<file path="src/verilog/rca_pkg.sv">
// rca_pkg: register map, field layout and timing constants for the
// calendar/alarm block; shared by the main module and the testbench.
package rca_pkg;
  // word offsets on the wishbone bus (byte addresses)
  localparam logic [4:0] ADR_PAD_CONFIG = 5'h00;
  localparam logic [4:0] ADR_ALARM_CONFIG = 5'h04;
  localparam logic [4:0] ADR_YEAR = 5'h08;
  localparam logic [4:0] ADR_MONTH_DAY = 5'h0C;
  localparam logic [4:0] ADR_WEEKDAY_HOUR = 5'h10;
  localparam logic [4:0] ADR_MINUTE_SECOND = 5'h14;
  localparam logic [4:0] ADR_ALARM_WINDOW = 5'h18;
  localparam logic [4:0] ADR_MAIN_CONFIG = 5'h1C;
  // implemented-bit masks
  localparam logic [15:0] MSK_PAD = 16'h0007;
  localparam logic [15:0] MSK_YEAR = 16'h00FF;
  localparam logic [15:0] MSK_MONTH_DAY = 16'h1F3F;
  localparam logic [15:0] MSK_WEEKDAY_HOUR = 16'h073F;
  localparam logic [15:0] MSK_MINUTE_SECOND = 16'h7F7F;
  localparam logic [15:0] MSK_MAIN = 16'h2400;
  // field positions
  localparam int MAIN_UNLOCK_BIT = 13;
  localparam int MAIN_OE_BIT = 10;
  localparam int MAIN_HALF_BIT = 11;
  localparam int ALM_EN_BIT = 15;
  localparam int ALM_WRAP_BIT = 14;
  // output select codes
  localparam logic [1:0] SEL_ALARM = 2'h0;
  localparam logic [1:0] SEL_SECOND = 2'h1;
  localparam logic [1:0] SEL_REFCLK = 2'h2;
  // alarm pointer codes
  localparam logic [1:0] PTR_MIN_SEC = 2'h0;
  localparam logic [1:0] PTR_WD_HR = 2'h1;
  localparam logic [1:0] PTR_MON_DAY = 2'h2;
  // reset time value 00-01-01 day 0 00:00:00
  localparam logic [15:0] RST_MONTH_DAY = 16'h0101;
  // reference tick rate in Hz (a half-second tick takes REF_DIV edges, 3052 by default)
  localparam int REF_HZ = 32768;
endpackage

</file>
<file path="src/verilog/rca_alarm_mem.sv">
// rca_alarm_mem: three 16-bit alarm value words, registered read.
// assumes one clock; the words have no reset and start unknown.
`timescale 1ns/1ps
`default_nettype none
module rca_alarm_mem
(
  input wire logic clk_i,
  input wire logic [1:0] waddr_i,
  input wire logic we_i,
  input wire logic [15:0] wdata_i,
  input wire logic [1:0] raddr_i,
  output logic [15:0] rdata_o,
  output logic [47:0] all_o
);
  logic [15:0] mem_q [0:2];

  always_ff @(posedge clk_i)
  begin
    if (we_i && waddr_i != 2'h3)
    begin
      mem_q[waddr_i] <= wdata_i;
    end
  end

  // unimplemented slot reads as zero
  always_ff @(posedge clk_i)
  begin
    rdata_o <= (raddr_i == 2'h3) ? 16'h0000 : mem_q[raddr_i];
  end

  assign all_o = {mem_q[2], mem_q[1], mem_q[0]};
endmodule
`default_nettype wire

</file>
<file path="src/verilog/rca_top.sv">
// rca_top: calendar counter, alarm and output pin select on wishbone.
// assumes a 100 MHz clock, a synchronous reset and a reference tick
// enable (secondary crystal or rc oscillator, chosen by strap).
`timescale 1ns/1ps
`default_nettype none
module rca_top
#(
  parameter int REF_DIV = 3052
)
(
  input wire logic clk_i,
  input wire logic rst_i,
  input wire logic [4:0] wb_adr_i,
  input wire logic [31:0] wb_dat_i,
  input wire logic [3:0] wb_sel_i,
  input wire logic wb_we_i,
  input wire logic wb_cyc_i,
  input wire logic wb_stb_i,
  output logic [31:0] wb_dat_o,
  output logic wb_ack_o,
  input wire logic secondary_crystal_oscillator_i,
  input wire logic lowpower_rc_oscillator_i,
  input wire logic reference_clock_select_i,
  output logic calendar_output_pin_o,
  output logic alarm_event_o
);
  typedef enum logic [1:0] {RCA_IDLE, RCA_ACK, RCA_DONE} rca_bus_t;

  function automatic logic [3:0] bcd_inc(input logic [3:0] v);
    bcd_inc = (v == 4'h9) ? 4'h0 : v + 4'h1;
  endfunction

  rca_bus_t bus_q;
  logic [2:0] pad_q;
  logic unlock_q, oe_q;
  logic en_q, wrap_q;
  logic [3:0] mask_q;
  logic [1:0] ptr_q;
  logic [7:0] rpt_q;
  logic [7:0] year_q;
  logic [15:0] md_q, wh_q, ms_q;
  logic strap_q, ref_q, ref_prev_q;
  logic [15:0] pre_q;
  logic half_q, half_tick;
  logic [15:0] rd_d;
  logic [47:0] alm_all;
  logic [15:0] alm_rd;
  logic alm_we;
  logic req, wr, rd, unlocked, sec_tick, hit, fire;
  logic [15:0] wd;

  assign req = wb_cyc_i && wb_stb_i && bus_q == RCA_IDLE;
  assign wr = req && wb_we_i;
  assign rd = req && !wb_we_i;
  assign wd = wb_dat_i[15:0];
  assign unlocked = unlock_q;

  // ack two cycles after the request so the alarm window read is ready
  always_ff @(posedge clk_i)
  begin
    if (rst_i)
    begin
      bus_q <= RCA_IDLE;
      wb_ack_o <= 1'b0;
    end
    else
    begin
      case (bus_q)
        RCA_IDLE: if (req) bus_q <= RCA_ACK;
        RCA_ACK: bus_q <= RCA_DONE;
        RCA_DONE: bus_q <= RCA_IDLE;
        default: bus_q <= RCA_IDLE;
      endcase
      wb_ack_o <= (bus_q == RCA_ACK);
    end
  end

  // reference selection strap resampled on every clock after reset
  always_ff @(posedge clk_i)
  begin
    if (rst_i)
    begin
      strap_q <= 1'b0;
      ref_q <= 1'b0;
      ref_prev_q <= 1'b0;
    end
    else
    begin
      strap_q <= reference_clock_select_i;
      ref_q <= strap_q ? secondary_crystal_oscillator_i
                       : lowpower_rc_oscillator_i;
      ref_prev_q <= ref_q;
    end
  end

  // prescaler: rising edges of the reference make half-second ticks
  always_ff @(posedge clk_i)
  begin
    if (rst_i)
    begin
      pre_q <= 16'h0000;
      half_q <= 1'b0;
    end
    else if (ref_q && !ref_prev_q)
    begin
      if (pre_q == 16'(REF_DIV - 1))
      begin
        pre_q <= 16'h0000;
        half_q <= !half_q;
      end
      else
      begin
        pre_q <= pre_q + 16'h0001;
      end
    end
  end
  assign half_tick = ref_q && !ref_prev_q && pre_q == 16'(REF_DIV - 1);
  assign sec_tick = half_tick && half_q;

  always_ff @(posedge clk_i)
  begin
    if (rst_i)
    begin
      pad_q <= 3'h0;
      unlock_q <= 1'b0;
      oe_q <= 1'b0;
    end
    else if (wr && wb_sel_i[0] && wb_adr_i == rca_pkg::ADR_PAD_CONFIG)
    begin
      pad_q <= wd[2:0];
    end
    else if (wr && wb_adr_i == rca_pkg::ADR_MAIN_CONFIG)
    begin
      unlock_q <= wd[rca_pkg::MAIN_UNLOCK_BIT];
      oe_q <= wd[rca_pkg::MAIN_OE_BIT];
    end
  end

  // calendar counting and gated writes
  always_ff @(posedge clk_i)
  begin
    if (rst_i)
    begin
      year_q <= 8'h00;
      md_q <= rca_pkg::RST_MONTH_DAY;
      wh_q <= 16'h0000;
      ms_q <= 16'h0000;
    end
    else if (wr && wb_adr_i == rca_pkg::ADR_YEAR)
    begin
      if (unlocked) year_q <= wd[7:0];
    end
    else if (wr && wb_adr_i == rca_pkg::ADR_MONTH_DAY)
    begin
      if (unlocked) md_q <= wd & rca_pkg::MSK_MONTH_DAY;
    end
    else if (wr && wb_adr_i == rca_pkg::ADR_WEEKDAY_HOUR)
    begin
      if (unlocked) wh_q <= wd & rca_pkg::MSK_WEEKDAY_HOUR;
    end
    else if (wr && wb_adr_i == rca_pkg::ADR_MINUTE_SECOND)
    begin
      if (unlocked) ms_q <= wd & rca_pkg::MSK_MINUTE_SECOND;
    end
    else if (sec_tick)
    begin
      if (ms_q[3:0] != 4'h9)
        ms_q[3:0] <= bcd_inc(ms_q[3:0]);
      else if (ms_q[6:4] != 3'h5)
      begin
        ms_q[3:0] <= 4'h0;
        ms_q[6:4] <= ms_q[6:4] + 3'h1;
      end
      else
      begin
        ms_q[6:0] <= 7'h00;
        if (ms_q[11:8] != 4'h9)
          ms_q[11:8] <= bcd_inc(ms_q[11:8]);
        else if (ms_q[14:12] != 3'h5)
        begin
          ms_q[11:8] <= 4'h0;
          ms_q[14:12] <= ms_q[14:12] + 3'h1;
        end
        else
        begin
          ms_q[14:8] <= 7'h00;
          if (wh_q[5:0] == 6'h23)
          begin
            wh_q[5:0] <= 6'h00;
            wh_q[10:8] <= (wh_q[10:8] == 3'h6) ? 3'h0 : wh_q[10:8] + 3'h1;
            if (md_q[5:0] == last_day(md_q[12:8], year_q))
            begin
              md_q[5:0] <= 6'h01;
              if (md_q[12:8] == 5'h12)
              begin
                md_q[12:8] <= 5'h01;
                year_q[3:0] <= bcd_inc(year_q[3:0]);
                if (year_q[3:0] == 4'h9)
                  year_q[7:4] <= bcd_inc(year_q[7:4]);
              end
              else if (md_q[11:8] == 4'h9)
                md_q[12:8] <= 5'h10;
              else
                md_q[11:8] <= md_q[11:8] + 4'h1;
            end
            else if (md_q[3:0] == 4'h9)
            begin
              md_q[3:0] <= 4'h0;
              md_q[5:4] <= md_q[5:4] + 2'h1;
            end
            else
              md_q[3:0] <= md_q[3:0] + 4'h1;
          end
          else if (wh_q[3:0] == 4'h9)
          begin
            wh_q[3:0] <= 4'h0;
            wh_q[5:4] <= wh_q[5:4] + 2'h1;
          end
          else
            wh_q[3:0] <= wh_q[3:0] + 4'h1;
        end
      end
    end
  end

  // last day of a BCD month; leap when the BCD year is a multiple of 4
  function automatic logic [5:0] last_day(input logic [4:0] m,
                                          input logic [7:0] y);
    logic leap;
    leap = ((y[4] ? y[3:0] + 4'h2 : y[3:0]) % 4) == 0;
    case (m)
      5'h02: last_day = leap ? 6'h29 : 6'h28;
      5'h04, 5'h06, 5'h09, 5'h11: last_day = 6'h30;
      default: last_day = 6'h31;
    endcase
  endfunction

  // alarm match over the digits the mask selects
  always_comb
  begin
    hit = 1'b0;
    case (mask_q)
      4'h0: hit = 1'b1;
      4'h1: hit = 1'b1;
      4'h2: hit = ms_q[3:0] == alm_all[3:0];
      4'h3: hit = ms_q[6:0] == alm_all[6:0];
      4'h4: hit = ms_q[11:0] == {alm_all[11:8], 1'b0, alm_all[6:0]};
      4'h5: hit = ms_q[14:0] == alm_all[14:0];
      4'h6: hit = ms_q == alm_all[15:0] && wh_q[5:0] == alm_all[21:16];
      4'h7: hit = ms_q == alm_all[15:0] && wh_q == alm_all[31:16];
      4'h8: hit = ms_q == alm_all[15:0] && wh_q[5:0] == alm_all[21:16]
               && md_q[5:0] == alm_all[37:32];
      // feb 29 only exists in leap years: once every four years
      4'h9: hit = ms_q == alm_all[15:0] && wh_q[5:0] == alm_all[21:16]
               && md_q == alm_all[47:32];
      default: hit = 1'b0;
    endcase
  end
  assign fire = en_q && hit && (mask_q == 4'h0 ? half_tick : sec_tick);

  assign alm_we = wr && wb_adr_i == rca_pkg::ADR_ALARM_WINDOW;

  // alarm configuration, pointer and repeat counter
  always_ff @(posedge clk_i)
  begin
    if (rst_i)
    begin
      en_q <= 1'b0;
      wrap_q <= 1'b0;
      mask_q <= 4'h0;
      ptr_q <= 2'h0;
      rpt_q <= 8'h00;
    end
    else if (wr && wb_adr_i == rca_pkg::ADR_ALARM_CONFIG)
    begin
      en_q <= wd[rca_pkg::ALM_EN_BIT];
      wrap_q <= wd[rca_pkg::ALM_WRAP_BIT];
      mask_q <= wd[13:10];
      ptr_q <= wd[9:8];
      rpt_q <= wd[7:0];
    end
    else
    begin
      if (req && wb_adr_i == rca_pkg::ADR_ALARM_WINDOW
          && (wb_sel_i[1] || !wb_we_i) && ptr_q != rca_pkg::PTR_MIN_SEC)
        ptr_q <= ptr_q - 2'h1;
      if (fire)
      begin
        if (rpt_q != 8'h00 || wrap_q)
          rpt_q <= rpt_q - 8'h01;
        else
          en_q <= 1'b0;
      end
    end
  end

  rca_alarm_mem u_mem
  (
    .clk_i(clk_i),
    .waddr_i(ptr_q),
    .we_i(alm_we),
    .wdata_i(wd),
    .raddr_i(ptr_q),
    .rdata_o(alm_rd),
    .all_o(alm_all)
  );

  always_comb
  begin
    rd_d = 16'h0000;
    case (wb_adr_i)
      rca_pkg::ADR_PAD_CONFIG: rd_d = {13'h0000, pad_q};
      rca_pkg::ADR_ALARM_CONFIG: rd_d = {en_q, wrap_q, mask_q, ptr_q, rpt_q};
      rca_pkg::ADR_YEAR: rd_d = {8'h00, year_q};
      rca_pkg::ADR_MONTH_DAY: rd_d = md_q;
      rca_pkg::ADR_WEEKDAY_HOUR: rd_d = wh_q;
      rca_pkg::ADR_MINUTE_SECOND: rd_d = ms_q;
      rca_pkg::ADR_ALARM_WINDOW: rd_d = alm_rd;
      rca_pkg::ADR_MAIN_CONFIG: rd_d = {2'h0, unlock_q, 1'b0, half_q, oe_q,
                                       10'h000};
      default: rd_d = 16'h0000;
    endcase
  end

  // read data latched at the ack cycle; window latched before pointer moves
  always_ff @(posedge clk_i)
  begin
    if (rst_i)
      wb_dat_o <= 32'h0000_0000;
    else if (bus_q == RCA_ACK && !wb_we_i)
      wb_dat_o <= {16'h0000, rd_d};
  end

  // output pin
  always_ff @(posedge clk_i)
  begin
    if (rst_i)
    begin
      calendar_output_pin_o <= 1'b0;
      alarm_event_o <= 1'b0;
    end
    else
    begin
      alarm_event_o <= fire;
      if (!oe_q)
        calendar_output_pin_o <= 1'b0;
      else
        case (pad_q[2:1])
          rca_pkg::SEL_REFCLK: calendar_output_pin_o <= ref_q;
          rca_pkg::SEL_SECOND: calendar_output_pin_o <= half_q;
          rca_pkg::SEL_ALARM: calendar_output_pin_o <= fire;
          default: calendar_output_pin_o <= 1'b0;
        endcase
    end
  end

  chk_lock_year: assert property (@(posedge clk_i) disable iff (rst_i)
    wr && wb_adr_i == rca_pkg::ADR_YEAR && !unlock_q && !sec_tick
    |=> year_q == $past(year_q)) else $error("locked year written");
  chk_pin_off: assert property (@(posedge clk_i) disable iff (rst_i)
    !oe_q |=> !calendar_output_pin_o) else $error("pin driven");
  chk_auto_off: assert property (@(posedge clk_i) disable iff (rst_i)
    fire && rpt_q == 8'h00 && !wrap_q && !wr |=> !en_q)
    else $error("alarm not disabled");
  chk_wrap_roll: assert property (@(posedge clk_i) disable iff (rst_i)
    fire && rpt_q == 8'h00 && wrap_q && !wr |=> rpt_q == 8'hFF)
    else $error("no rollover");
  chk_rpt_dec: assert property (@(posedge clk_i) disable iff (rst_i)
    fire && rpt_q != 8'h00 && !wr |=> rpt_q == $past(rpt_q) - 8'h01)
    else $error("counter not decremented");
  chk_ptr_hold: assert property (@(posedge clk_i) disable iff (rst_i)
    ptr_q == 2'h0 && !(wr && wb_adr_i == rca_pkg::ADR_ALARM_CONFIG)
    |=> ptr_q == 2'h0) else $error("pointer left zero");
  chk_year_high: assert property (@(posedge clk_i) disable iff (rst_i)
    wb_ack_o && !wb_we_i && $past(wb_adr_i, 2) == rca_pkg::ADR_YEAR
    |-> wb_dat_o[15:8] == 8'h00) else $error("year high nonzero");
  chk_sec_range: assert property (@(posedge clk_i) disable iff (rst_i)
    sec_tick && ms_q[6:0] == 7'h59 && !wr |=> ms_q[6:0] == 7'h00)
    else $error("second carry wrong");
endmodule
`default_nettype wire
</file>
<file path="config.mk">
export PLATFORM = sky130hd
export DESIGN_NAME = rca_top
export DESIGN_NICKNAME = d
export VERILOG_FILES = /design/src/verilog/rca_pkg.sv /design/src/verilog/rca_alarm_mem.sv /design/src/verilog/rca_top.sv
export SDC_FILE = /design/constraint.sdc
export NUM_CORES = 1
export LEC_CHECK = 0
export BUFFER_PORTS_ARGS = -buffer_cell sky130_fd_sc_hd__buf_2
export CORE_AREA = 2 2 150 115
export CTS_BUF_LIST = sky130_fd_sc_hd__clkbuf_8
export DETAILED_ROUTE_END_ITERATION = 8
export DIE_AREA = 0 0 152 117
export PLACE_DENSITY_LB_ADDON = 0.3
export SYNTH_ARGS = -nofsm -noshare
export SYNTH_HDL_FRONTEND = slang
export SYNTH_SLANG_ARGS = --single-unit
</file>
<file path="constraint.sdc">
create_clock -name clk_i -period 4.2 [get_ports clk_i]
set_input_delay 0.21 -clock clk_i [delete_from_list [all_inputs] [get_ports clk_i]]
set_output_delay 0.21 -clock clk_i [all_outputs]
set_load 0.1 [all_outputs]
</file>
==> impl_metrics.ini <==
[outcome]
status = finished clean

[sta]
finalMaxSlewViolations = 0
fin_skew_ns = 0.0165
finalCritPeriodShare_pct = 74.5
tightest_slew_ns = 1.06
fin_ws_ns = 1.07
fmax_mhz = 319
min_period_ns = 3.13
hold_slack_ns = 0.0289
relSlewSlack_pct = 29.5
final-hold-violation-count = 0
rsz0062_at_grt = no
setup_violations = 0
fin_setup_tns_ns = 0

[grt]
met1_usage_pct = 45.4
grt_max_degree = 82
gr-total-overflow = 0
antenna_found_initial = 0
grt_usage_pct = 30.6
busiest_layer = met1
grtUsageMet2_pct = 43.8
grt_pass1_vias = 7138
use_met3_pct = 7.33
grt_first_pass_wirelength_mm = 41.3

[cells_and_area]
finalNonFillerCells = 1259
drive_above_1_share_pct = 13.7
antenna_cells = 0
fin_area_mm2 = 0.0104
nets = 1088
area_growth_pct = 8.66

[job]
cap_violations = 0

[worst_setup_path]
required_ns = 4.60
cp_data_arrival_time_ns = 3.53
crit_type = reg2reg
end_kind = register
setup.worst_path.start_class = register
worstPathMaxFanout = 19
crit_start = bus_q[0]$_SDFFE_PP0P_
timing.rr.start = bus_q[0]$_SDFFE_PP0P_

[yosys]
yosysUniqueCellTypes = 90
yosys_most_used_dff = dfxtp_1
synthCells = 997
synth_commonest_cells = dfxtp_1, nor2_1, a21oi_1, nand2_1, edfxtp_1
synth.ff_latch_count = 184
synthTopCellsByArea = dfxtp_1, edfxtp_1, nor2_1
netlist_area_mm2 = 0.00961
synth_top_cell_by_area = dfxtp_1
async_reset_ff_share_pct = 0
synth_warnings = 0
yosysMostFrequentCell = dfxtp_1
synth_edf_count = 64
synth_top_area_share_pct = 25.0
postSynthAreaPerCell_um2 = 9.64
yosysSeqAreaShare_pct = 45.0

[drt]
vias = 7970
dr.pass1.iters = 8
via_per_inst = 6.33
drcViolationCount = 0
drt_wl_total_mm = 26.7
drt-initial-drc-count = 1229
wl_per_cell_um = 21.2
ant_nets = 0

[cts]
post_cts.repair.setup_buffers = 0
cts_buffers = 17
cts_tree = done
clk_pin_slew_ns = 0.11
cts_max_level = 4
ctsHoldBuffers = 6
cts.sinks = 184
cts-root-buf = clkbuf_8
clk_latency_ns = 0.48
ctsLongestPathBuffers = 2
ctsResizeCount = 0

[worst_hold_path]
min-delay-start = wb_dat_i[11]
hp-class = in2reg

[place]
place.gp.congestion = 0.989
dp_cells = 1221
place_hpwl_mm = 19.1
place_area_mm2 = 0.00996
dpl_worst_slack_ns = 1.11
portBuffers = 49

[power_and_ir_drop]
power_leakage_nw = 3.59
ir_worst_vdd_v = 0.000305
p_per_area_mw_per_mm2 = 317

[floorplan]
die_x_um = 152
core-area_mm2 = 0.0165
die_y_um = 117
dieArea_mm2 = 0.0178
rows = 41
start_util_pct = 58.4
ios = 84
## cell families after synthesis
logic type	Yosys count	synth area share [%]
AND/OR/NAND/NOR	350	19.5
AO/OA/AOI/OAI	230	16.2
flip-flops	184	45.0
buffers and inverters	113	5.17
XOR/XNOR	60	5.47
multiplexers	51	7.62
adder cells (fa/ha/maj)	8	1.04
other	1	0.0390
## per-layer routing
layer	up-vias	part of all wire (%)	wire length [µm]
met4	0	2.5	656
met2	477	41	11000
li1	3676	-	-
met3	53	12	3250
met5	-	0	0
met1	3764	44	11800
## worst max-delay path, stage by stage, from the launching register on
cell	delay, ns
dfxtp_1	0.39
nand4bb_1	0.41
nor4_4	0.07
buf_4	0.22
or4b_1	0.71
o41ai_2	0.64
o31ai_1	0.23
nor2b_1	0.18
nor3_1	0.19
## through the flow
step	util, %	total power [mW]
6_report	63.4	3.31
5_1_grt	63.4	3.40
4_1_cts	63.4	3.32
3_5_place_dp	60.5	2.09
3_3_place_gp	60.5	2.08
2_1_floorplan	-	2.04
## power by group
group	leakage, nW	internal, mW	total (mW)	switching (mW)
combinational	1.82	0.0337	0.187	0.154
clock	0.211	0.555	1.25	0.699
sequential	1.56	1.86	1.87	0.00796
## state kept, by name, indices dropped and copies added (netlist names), 3 cells and up
register       count
wb_dat_o          16
mask_q             4
ms_q              14
rpt_q              8
year_q             8
md_q              11
u_mem.rdata_o     16
pre_q             16
wh_q               9
pad_q              3
u_mem.mem_q       64
## final timing paths
kind | cells past startpoint | to | slack [ns]
hold reg to reg | 1 | ref_prev_q$_SDFF_PP0_ | 0.50
hold / removal | 1 | u_mem.mem_q[3][11]$_DFFE_PP_ | 0.03
setup / recovery | 8 | md_q[4]$_SDFFE_PP0P_ | 1.07
setup reg to reg | 8 | md_q[4]$_SDFFE_PP0P_ | 1.07
## layout by cell type (no fill, tap or decap), drive strengths merged, types with 32 or more instances in the layout
| master | count |
|---|---|
| o21ai | 47 |
| dfxtp | 120 |
| xor2 | 33 |
| edfxtp | 64 |
| nand2 | 73 |
| nor2 | 102 |
| conb | 32 |
| buf | 61 |
| a21oi | 73 |
| inv | 35 |
## final cells by class
type	count	area (µm²)
fillers	1344	6030
multi-input cells	731	4920
flip-flops and latches	184	4320
repair buffers	67	395
well taps	215	269
clock buffers	17	234
clock inverters	15	186
inverters	30	113
No activity file was read; power rests on OpenSTA's default activity.
